===== src/inc/rbcs_params.svh =====
// Timing counts, reset values and field positions of the reset sequencer.
`ifndef RBCS_PARAMS_SVH
`define RBCS_PARAMS_SVH
`define RBCS_CLK_PERIOD_PS 5000
`define RBCS_WD_PULSE_CYC 512
`define RBCS_BUS_VALID_CYC 32
`define RBCS_STRAP_HOLD_CYC 16
`define RBCS_BOOT_SYS_CYC 1260
`define RBCS_PLL_LOCK_CYC 131072
`define RBCS_XTIM_RST 1'h1
`define RBCS_EXT_CLOCK_OUTPUT_DIVIDE_RST 1'h1
`define RBCS_PLLMUL_RST 4'h0
`define RBCS_CFG_XTIM_BIT 0
`define RBCS_CFG_EXT_CLOCK_OUTPUT_DIVIDE_BIT 1
`endif


===== src/inc/rbcs_pkg.sv =====
// Types shared by the reset and boot clock sequencer.
package rbcs_pkg;
   typedef enum logic [2:0] {
      RBCS_ST_RESET = 3'h0,
      RBCS_ST_STRAP = 3'h1,
      RBCS_ST_BUS_WAIT = 3'h3,
      RBCS_ST_BOOT = 3'h2,
      RBCS_ST_RUN = 3'h6,
      RBCS_ST_WDOG = 3'h7
   } rbcs_state_t;

   typedef enum logic [1:0] {
      RBCS_CLK_DIRECT = 2'h0,
      RBCS_CLK_HALF = 2'h1,
      RBCS_CLK_PLL = 2'h2
   } rbcs_clk_src_t;

   typedef struct packed {
      logic ext_timing_clock_divide;
      logic ext_clock_output_divide;
   } rbcs_ext_cfg_t;

   typedef struct packed {
      rbcs_clk_src_t src;
      logic [3:0] pll_mul;
      logic pll_locked;
   } rbcs_clk_sel_t;
endpackage


===== src/verilog/rbcs_sequencer.sv =====
// Reset, strap sampling, boot delay and clock selection sequencer.
`timescale 1ns/1ps
`include "rbcs_params.svh"
module rbcs_sequencer
   import rbcs_pkg::*;
#(
   parameter int unsigned BOOT_W = 4,
   parameter int unsigned PLL_LOCK_CYC = `RBCS_PLL_LOCK_CYC
) (
   input wire logic clk_sys_i, // Input clock, 200 MHz.
   input wire logic arst_n_i, // Power-on reset, active low.
   input wire logic device_reset_pin_n_i, // Board reset pin, active low.
   input wire logic wdog_req_i, // Watchdog reset request pulse.
   input wire logic pll_disable_strap_n_i, // Low disables the PLL.
   input wire logic processor_mode_strap_i, // Mode strap.
   input wire logic [BOOT_W-1:0] boot_mode_i, // Boot-mode pins.
   input wire logic [7:0] cfg_addr_i, // Register address.
   input wire logic [31:0] cfg_wdata_i, // Register write data.
   input wire logic cfg_wr_i, // Register write strobe.
   input wire logic cfg_rd_i, // Register read strobe.
   output logic [31:0] cfg_rdata_o, // Read data, cycle after strobe.
   output logic reset_out_n_o, // Device reset output, active low.
   output logic core_reset_n_o, // Core held in reset while low.
   output logic bus_valid_o, // External bus address/data valid.
   output logic boot_taken_o, // Boot-mode pins have been sampled.
   output logic [BOOT_W-1:0] boot_sel_o, // Sampled boot selection.
   output logic processor_mode_o, // Sampled processor mode.
   output rbcs_ext_cfg_t ext_cfg_o, // Clock-output divide bits.
   output logic [2:0] clkout_div_log2_o, // Log2 of input to clock-out ratio.
   output rbcs_clk_sel_t clk_sel_o // System clock source and multiplier.
);
   localparam logic [7:0] ADDR_EXT_CFG = 8'h00;
   localparam logic [7:0] ADDR_PLL_MUL = 8'h04;
   localparam logic [7:0] ADDR_STATUS = 8'h08;
   localparam int unsigned CNT_W = 18;
   localparam int unsigned BOOT_XCLK = 2 * `RBCS_BOOT_SYS_CYC;
   // Straps are taken halfway through their hold, so the synchroniser lag
   // still lands the sample inside the window that the board guarantees.
   localparam int unsigned STRAP_TAKE = `RBCS_STRAP_HOLD_CYC / 2;
   // Boot pins are captured between these counts before the end of the
   // boot delay, which covers the three stage synchroniser delay.
   localparam logic [CNT_W-1:0] BOOT_LEAD = 18'h8;
   localparam logic [CNT_W-1:0] BOOT_LAST = 18'h3;

   initial begin
      if (BOOT_W < 1 || BOOT_W > 8) begin
         $error("BOOT_W out of range");
      end
      if (PLL_LOCK_CYC < 1 || PLL_LOCK_CYC >= (1 << CNT_W)) begin
         $error("PLL_LOCK_CYC does not fit the counter");
      end
   end

   typedef struct packed {
      logic [2:0] pin_sync;
      logic [2:0] pll_sync;
      logic [2:0] mode_sync;
      logic pin_low;
      logic pll_dis_n;
      rbcs_state_t st;
      logic [CNT_W-1:0] cnt;
      logic [CNT_W-1:0] lock_cnt;
      logic pll_dis;
      logic proc_mode;
      logic [BOOT_W-1:0] boot_sel;
      logic boot_taken;
      logic [BOOT_W-1:0] boot_cap;
      logic boot_held;
      logic bus_valid;
      logic rst_out_n;
      rbcs_ext_cfg_t ext_cfg;
      logic [3:0] pll_mul;
      logic locked;
      logic [31:0] rdata;
   } state_t;

   state_t st_ff;
   state_t nxt_st;
   logic [BOOT_W-1:0] boot_s1_ff;
   logic [BOOT_W-1:0] boot_s2_ff;
   logic [BOOT_W-1:0] boot_s3_ff;

   function automatic logic [CNT_W-1:0] cyc(input int unsigned n);
      cyc = CNT_W'(n - 1);
   endfunction

   function automatic logic stable(input logic [2:0] s);
      stable = (s[1] == s[2]);
   endfunction

   // Boot pins pass the same three stage synchroniser as the other pins.
   always_ff @(posedge clk_sys_i or negedge arst_n_i) begin
      if (!arst_n_i) begin
         boot_s1_ff <= '0;
         boot_s2_ff <= '0;
         boot_s3_ff <= '0;
      end else begin
         boot_s1_ff <= boot_mode_i;
         boot_s2_ff <= boot_s1_ff;
         boot_s3_ff <= boot_s2_ff;
      end
   end

   always_comb begin
      nxt_st = st_ff;
      nxt_st.pin_sync = {st_ff.pin_sync[1:0], ~device_reset_pin_n_i};
      nxt_st.pll_sync = {st_ff.pll_sync[1:0], pll_disable_strap_n_i};
      nxt_st.mode_sync = {st_ff.mode_sync[1:0], processor_mode_strap_i};
      if (stable(st_ff.pin_sync)) begin
         nxt_st.pin_low = st_ff.pin_sync[2];
      end
      if (stable(st_ff.pll_sync)) begin
         nxt_st.pll_dis_n = st_ff.pll_sync[2];
      end
      nxt_st.rdata = '0;
      if (st_ff.cnt != '0) begin
         nxt_st.cnt = st_ff.cnt - 1'b1;
      end
      if (st_ff.lock_cnt != '0) begin
         nxt_st.lock_cnt = st_ff.lock_cnt - 1'b1;
      end else begin
         nxt_st.locked = 1'b1;
      end

      unique case (st_ff.st)
         RBCS_ST_RESET: begin
            nxt_st.cnt = cyc(STRAP_TAKE);
            if (!st_ff.pin_low) begin
               nxt_st.st = RBCS_ST_STRAP;
            end
         end
         RBCS_ST_STRAP: begin
            // Straps are taken halfway through their hold window.
            if (st_ff.cnt == '0) begin
               nxt_st.pll_dis = ~st_ff.pll_dis_n;
               if (stable(st_ff.mode_sync)) begin
                  nxt_st.proc_mode = st_ff.mode_sync[2];
               end
               nxt_st.cnt = cyc(`RBCS_BUS_VALID_CYC - STRAP_TAKE);
               nxt_st.st = RBCS_ST_BUS_WAIT;
            end
         end
         RBCS_ST_BUS_WAIT: begin
            if (st_ff.cnt == '0) begin
               nxt_st.bus_valid = 1'b1;
               nxt_st.boot_held = 1'b0;
               nxt_st.cnt = cyc(BOOT_XCLK - `RBCS_BUS_VALID_CYC);
               nxt_st.st = RBCS_ST_BOOT;
            end
         end
         RBCS_ST_BOOT: begin
            // Boot delay counts input clocks, two for each system clock at half the input clock.
            // The pins are captured a few clocks before the end, once two
            // synchroniser stages agree, so the synchroniser lag still puts
            // the sample inside the time that the board holds them.
            if (!st_ff.boot_held && st_ff.cnt <= BOOT_LEAD &&
                (boot_s2_ff == boot_s3_ff || st_ff.cnt == BOOT_LAST)) begin
               nxt_st.boot_cap = boot_s3_ff;
               nxt_st.boot_held = 1'b1;
            end
            if (st_ff.cnt == '0) begin
               nxt_st.boot_sel = st_ff.boot_cap;
               nxt_st.boot_taken = 1'b1;
               nxt_st.st = RBCS_ST_RUN;
            end
         end
         RBCS_ST_RUN: begin
         end
         RBCS_ST_WDOG: begin
            if (st_ff.cnt == '0) begin
               nxt_st.rst_out_n = 1'b1;
               nxt_st.st = RBCS_ST_RESET;
            end
         end
         default: begin
            nxt_st.st = RBCS_ST_RESET;
         end
      endcase

      if (st_ff.st != RBCS_ST_RESET && st_ff.st != RBCS_ST_WDOG &&
          cfg_wr_i) begin
         if (cfg_addr_i == ADDR_EXT_CFG) begin
            nxt_st.ext_cfg.ext_timing_clock_divide =
               cfg_wdata_i[`RBCS_CFG_XTIM_BIT];
            nxt_st.ext_cfg.ext_clock_output_divide =
               cfg_wdata_i[`RBCS_CFG_EXT_CLOCK_OUTPUT_DIVIDE_BIT];
         end else if (cfg_addr_i == ADDR_PLL_MUL && !st_ff.pll_dis) begin
            nxt_st.pll_mul = cfg_wdata_i[3:0];
            if (cfg_wdata_i[3:0] != st_ff.pll_mul) begin
               nxt_st.locked = 1'b0;
               nxt_st.lock_cnt = cyc(PLL_LOCK_CYC);
            end
         end
      end
      if (cfg_rd_i) begin
         unique case (cfg_addr_i)
            ADDR_EXT_CFG: nxt_st.rdata = {30'h0,
               st_ff.ext_cfg.ext_clock_output_divide,
               st_ff.ext_cfg.ext_timing_clock_divide};
            ADDR_PLL_MUL: nxt_st.rdata = {28'h0, st_ff.pll_mul};
            ADDR_STATUS: nxt_st.rdata = {16'h0, 8'(st_ff.boot_sel),
               2'h0, st_ff.locked, st_ff.pll_dis, st_ff.proc_mode,
               st_ff.boot_taken, st_ff.bus_valid, st_ff.rst_out_n};
            default: nxt_st.rdata = '0;
         endcase
      end

      // Pin reset and watchdog both restart the whole sequence.
      // A pin reset in mid pulse lets the watchdog pulse run out first,
      // otherwise the reset output would never be released.
      if (st_ff.pin_low && st_ff.st != RBCS_ST_WDOG) begin
         nxt_st.st = RBCS_ST_RESET;
      end
      if (st_ff.pin_low || (wdog_req_i && st_ff.st != RBCS_ST_WDOG)) begin
         nxt_st.bus_valid = 1'b0;
         nxt_st.boot_taken = 1'b0;
         nxt_st.boot_sel = '0;
         nxt_st.boot_held = 1'b0;
         nxt_st.ext_cfg.ext_timing_clock_divide = `RBCS_XTIM_RST;
         nxt_st.ext_cfg.ext_clock_output_divide = `RBCS_EXT_CLOCK_OUTPUT_DIVIDE_RST;
         nxt_st.pll_mul = `RBCS_PLLMUL_RST;
         nxt_st.lock_cnt = '0;
         nxt_st.locked = 1'b1;
      end
      if (wdog_req_i && !st_ff.pin_low && st_ff.st != RBCS_ST_WDOG) begin
         nxt_st.rst_out_n = 1'b0;
         nxt_st.cnt = cyc(`RBCS_WD_PULSE_CYC);
         nxt_st.st = RBCS_ST_WDOG;
      end
   end

   always_ff @(posedge clk_sys_i or negedge arst_n_i) begin
      if (!arst_n_i) begin
         st_ff <= '0;
         st_ff.pin_sync <= 3'h7;
         st_ff.pll_sync <= 3'h7;
         st_ff.pin_low <= 1'b1;
         st_ff.pll_dis_n <= 1'b1;
         st_ff.st <= RBCS_ST_RESET;
         st_ff.rst_out_n <= 1'b1;
         st_ff.ext_cfg <= {`RBCS_XTIM_RST, `RBCS_EXT_CLOCK_OUTPUT_DIVIDE_RST};
         st_ff.pll_mul <= `RBCS_PLLMUL_RST;
         st_ff.locked <= 1'b1;
      end else begin
         st_ff <= nxt_st;
      end
   end

   always_comb begin
      clk_sel_o.pll_mul = st_ff.pll_mul;
      clk_sel_o.pll_locked = st_ff.locked;
      if (st_ff.pll_dis) begin
         clk_sel_o.src = RBCS_CLK_DIRECT;
      end else if (st_ff.pll_mul != '0 && st_ff.locked) begin
         clk_sel_o.src = RBCS_CLK_PLL;
      end else begin
         clk_sel_o.src = RBCS_CLK_HALF;
      end
   end

   // Ratio of input clock to clock-out: system ratio plus 2 when both set.
   always_comb begin
      logic [2:0] sys_l2;
      sys_l2 = (clk_sel_o.src == RBCS_CLK_DIRECT) ? 3'h0 : 3'h1;
      if (st_ff.ext_cfg.ext_timing_clock_divide &&
          st_ff.ext_cfg.ext_clock_output_divide) begin
         clkout_div_log2_o = sys_l2 + 3'h2;
      end else if (st_ff.ext_cfg.ext_timing_clock_divide ||
                   st_ff.ext_cfg.ext_clock_output_divide) begin
         clkout_div_log2_o = sys_l2 + 3'h1;
      end else begin
         clkout_div_log2_o = sys_l2;
      end
   end

   assign cfg_rdata_o = st_ff.rdata;
   assign reset_out_n_o = st_ff.rst_out_n;
   assign core_reset_n_o = st_ff.bus_valid;
   assign bus_valid_o = st_ff.bus_valid;
   assign boot_taken_o = st_ff.boot_taken;
   assign boot_sel_o = st_ff.boot_sel;
   assign processor_mode_o = st_ff.proc_mode;
   assign ext_cfg_o = st_ff.ext_cfg;
endmodule


===== config.mk =====
export PLATFORM = sky130hd
export DESIGN_NAME = rbcs_sequencer
export DESIGN_NICKNAME = d
export VERILOG_FILES = /design/src/inc/rbcs_pkg.sv /design/src/verilog/rbcs_sequencer.sv
export VERILOG_INCLUDE_DIRS = /design/src /design/src/inc
export SDC_FILE = /design/constraint.sdc
export NUM_CORES = 1
export LEC_CHECK = 0
export ABC_AREA = 0
export BUFFER_PORTS_ARGS = -buffer_cell sky130_fd_sc_hd__buf_2
export CAP_MARGIN = 20
export CORE_MARGIN = 3
export CORE_UTILIZATION = 50
export DETAILED_ROUTE_END_ITERATION = 6
export PLACE_DENSITY = 0.77
export SYNTH_ARGS = -nofsm -noshare
export SYNTH_HDL_FRONTEND = slang
export SYNTH_SLANG_ARGS = --single-unit
export TNS_END_PERCENT = 100

===== constraint.sdc =====
create_clock -name clk_sys_i -period 3 [get_ports clk_sys_i]
set_input_delay 0.75 -clock clk_sys_i [delete_from_list [all_inputs] [get_ports clk_sys_i]]
set_output_delay 0.75 -clock clk_sys_i [all_outputs]
set_load 0.005 [all_outputs]

==> results_tabular.tex <==
\begin{tabular}{lr}
\hline
Metric & Value \\
\hline
\multicolumn{2}{l}{\textbf{STA}} \\
Count of final setup violators & 0 \\
Unrepaired setup endpoints after global routing & no \\
Post-Route Setup TNS & 0 ps \\
Slew Limit Headroom & 0.3251 \\
Achievable Freq & 0.3937 GHz \\
Count of pins over their slew limit & 0 \\
Final number of hold-violating endpoints & 0 \\
Clk\_skew & 9.993 ps \\
Final period utilization & 0.8467 \\
Crit path time final & 2540 ps \\
Tightest hold margin & 355.6 ps \\
Worst slew pin tran & 1009 ps \\
\multicolumn{2}{l}{\textbf{Worst setup path}} \\
Endpoint required time on the critical path & 3280 ps \\
Biggest fanout along the worst timing path & 10 \\
Worst Path Arrival & 2820 ps \\
Worst-path cell with the longest stage delay & or4\_1 \\
Worst path max stage delay & 680 ps \\
Category of the most critical setup path & reg2reg \\
CP startpoint kind & flip-flop \\
Sort of element at the end of the critical path & flip-flop \\
Ordered list of cells on the worst path & or4\_1, nor4\_4, nand2\_2, or4b\_1, o211ai\_1 \\
\multicolumn{2}{l}{\textbf{Detailed routing}} \\
Antenna violation net count after detailed routing & 0 \\
Post-route met1 wirelength & 4.215 mm \\
Max Used Layer & met4 \\
Met2 WL post-DR & 4.451 mm \\
TritonRoute pass-1 iters & 4 \\
Post-DR vias/cell & 5.495 \\
Detailed-route wire length & 9.491 mm \\
Detailed-routed wire length on met3 & 565 um \\
Total via count after detailed routing & 3462 \\
Average routed wire per standard cell & 15.07 um \\
Drt drc & 0 \\
DRC marker count from the first detailed-route iteration & 146 \\
\multicolumn{2}{l}{\textbf{Status}} \\
Outcome & complete, no violations \\
\multicolumn{2}{l}{\textbf{Flow run}} \\
Maxcap violations & 0 \\
\multicolumn{2}{l}{\textbf{Floorplanning}} \\
Die area & 10770 um\^{}2 \\
Placeable Area & 9284 um\^{}2 \\
I/O Pins & 105 \\
\# rows & 35 \\
Starting utilization of the core area & 0.5150 \\
Die outline width & 103.8 um \\
Floorplan die height & 103.8 um \\
\multicolumn{2}{l}{\textbf{Yosys}} \\
Most used flip-flop cell after synthesis & dfrtp\_1 \\
Dominant cell type by area after synthesis & dfrtp\_1 \\
Mean area per synthesized cell & 10.24 um\^{}2 \\
Main area contributors after synthesis & dfrtp\_1 (42\%), buf\_4 (7.2\%), dfstp\_2 (6.6\%) \\
Share of async-settable or async-resettable flops after synthesis & 1.000 \\
Adder-cell share of the synthesized area & 0.02408 \\
Simple-gate share of the synthesized area & 0.1887 \\
Multiplexer fraction of the synthesized cell area & 0.03455 \\
Area share of the largest cell type after synthesis & 0.4240 \\
Ranking of synthesized cells by instance count & dfrtp\_1 (81), buf\_4 (46), nor2\_1 (35) \\
Warnings, synthesis & 0 \\
Cells after synthesis & 467 \\
Xor-xnor portion of the synthesized cell area & 0.05313 \\
Most frequently used cell type in the post-synthesis netlist & dfrtp\_1 \\
Area fraction in compound gates after synthesis & 0.1131 \\
Largest family of logic cells by synthesized area & simple AND/OR/NAND/NOR gates \\
Share of the yosys chip area belonging to registers & 0.4899 \\
Count of flip-flops with a built-in enable after synthesis & 0 \\
Count of unique library cells instantiated by Yosys & 59 \\
Flop and latch count out of synthesis & 93 \\
Summed instance area of the synthesized netlist & 4781 um\^{}2 \\
\multicolumn{2}{l}{\textbf{Clock network}} \\
\# hold bufs at CTS & 0 \\
Clk Tree Root Cell & clkbuf\_8 \\
Post-cts repair resize count & 0 \\
Clock latency on the worst-skew pair & 370 ps \\
Depth of the CTS H-tree & 3 \\
Longest Clk Path Bufs & 2 \\
Number of setup buffers added after CTS & 0 \\
Total CTS buffers & 9 \\
Total number of clock tree sinks & 93 \\
Clock slew at the register clock pins of the worst setup and hold paths & 100 ps \\
Clock tree from TritonCTS & built \\
\multicolumn{2}{l}{\textbf{Finish}} \\
Final cell count without fillers & 630 \\
Share of post-route cells with drive strength above 1 & 0.2080 \\
Growth of design area from synthesis to finish & 7.616\% \\
Layout fillers & 816 \\
Nets@finish & 554 \\
\multicolumn{2}{l}{\textbf{Global route}} \\
Total routing resource utilization after global routing & 0.1832 \\
Total grt overflow & 0 \\
Vias in the first global route & 3423 \\
Number of antenna violations at the first check in global routing & 2 \\
Pin count of the biggest net entering global routing & 53 \\
Wire length of the first global-routing pass & 16.24 mm \\
\multicolumn{2}{l}{\textbf{Placement}} \\
Count of input and output buffers & 53 \\
Global placement routability congestion & 0.9031 \\
Number of placed cells counting well taps & 613 \\
Half-perimeter wire length after detailed placement & 6.879 mm \\
\multicolumn{2}{l}{\textbf{Power and ir drop}} \\
Leak & 2.298 nW \\
Worst IR Drop VDD & 0.3759 mV \\
Power Dens Cells & 624.0 nW/um\^{}2 \\
\multicolumn{2}{l}{\textbf{Hold path}} \\
Path type of the worst min-delay path & in2async \\
\hline
\end{tabular}
==> cell usage in the layout (no fill, tap or decap), drive strengths merged, types with 13 or more instances in the layout <==
master  Yosys  layout
xor2       17      17
nand2      24      24
inv        11      16
conb        1      23
o21ai      13      13
a21oi      28      28
nor3       23      23
buf        49      59
nor4       14      14
nor2       35      35
dfrtp      81      81
==> critical path: cells and delay by family (launching register included) <==
kind	cells	cell delay, ps
simple gates	4	1930
compound gates	1	90
flops	1	430
==> cell type report <==
class | instances | area (um^2) | area share
diodes | 1 | 2.502 | 0.0004864
clock buffers | 9 | 123.9 | 0.02408
clock inverters | 7 | 73.82 | 0.01435
inverters | 11 | 41.29 | 0.008025
multi-input cells | 321 | 2074 | 0.4032
flip-flops and latches | 93 | 2342 | 0.4553
well taps | 129 | 161.4 | 0.03137
repair buffers | 59 | 325.3 | 0.06323
==> sequential cells by signal, indices dropped and copies added, names as in the netlist <==
name              count
boot_s1_ff            4
boot_s2_ff            4
boot_s3_ff            4
boot_sel_o            4
boot_taken_o          1
bus_valid_o           1
cfg_rdata_o          10
clk_sel_o             5
ext_cfg_o             2
nxt_st                6
processor_mode_o      1
reset_out_n_o         1
st_ff                50
==> routing by layer <==
layer / up-vias / GRT usage
met5: - / 0
met3: 17 / 0.04361
met1: 1687 / 0.2403
met2: 113 / 0.2883
met4: 0 / 0.08642
li1: 1645 / -
==> metrics by stage <==
stage,area (um^2),setup WS (ps),util,power [mW]
global placement,4945,209.8,0.5326,2.346
global route,5145,303.0,0.5542,3.422
finish,5145,460.0,0.5542,3.211
CTS,5142,442.6,0.5539,3.234
detailed placement,4945,133.2,0.5326,2.402
floorplan,4863,587.4,-,2.216
==> cells by family after synthesis <==
group           count (synthesis)
flops                          93
other cells                     1
mux                            16
fa+ha+maj                       9
simple gates                  161
xor+xnor                       29
compound gates                 83
buf+inv                        75
==> power by group <==
| part | internal (mW) | total [mW] | switching, mW | leakage, nW |
|---|---|---|---|---|
| Sequential | 1.39 | 1.53 | 0.139 | 1.14 |
| Clock | 0.330 | 0.826 | 0.496 | 0.101 |
| Combinational | 0.357 | 0.857 | 0.501 | 1.05 |
==> final timing paths <==
kind / start / to / slack [ps] / cells past startpoint
worst max-delay path: st_ff[83] / st_ff[90] / 460 / 5
worst min-delay path: arst_n_i / st_ff[81] / 360 / 1
worst max register to register: st_ff[83] / st_ff[90] / 460 / 5
worst min register to register: boot_s1_ff[3] / boot_s2_ff[3] / 360 / 0
max in group asynchronous: arst_n_i / st_ff[93] / 1940 / 2
min in group clk_sys_i: boot_s1_ff[3] / boot_s2_ff[3] / 360 / 0
(Power assumes the default switching activity.)
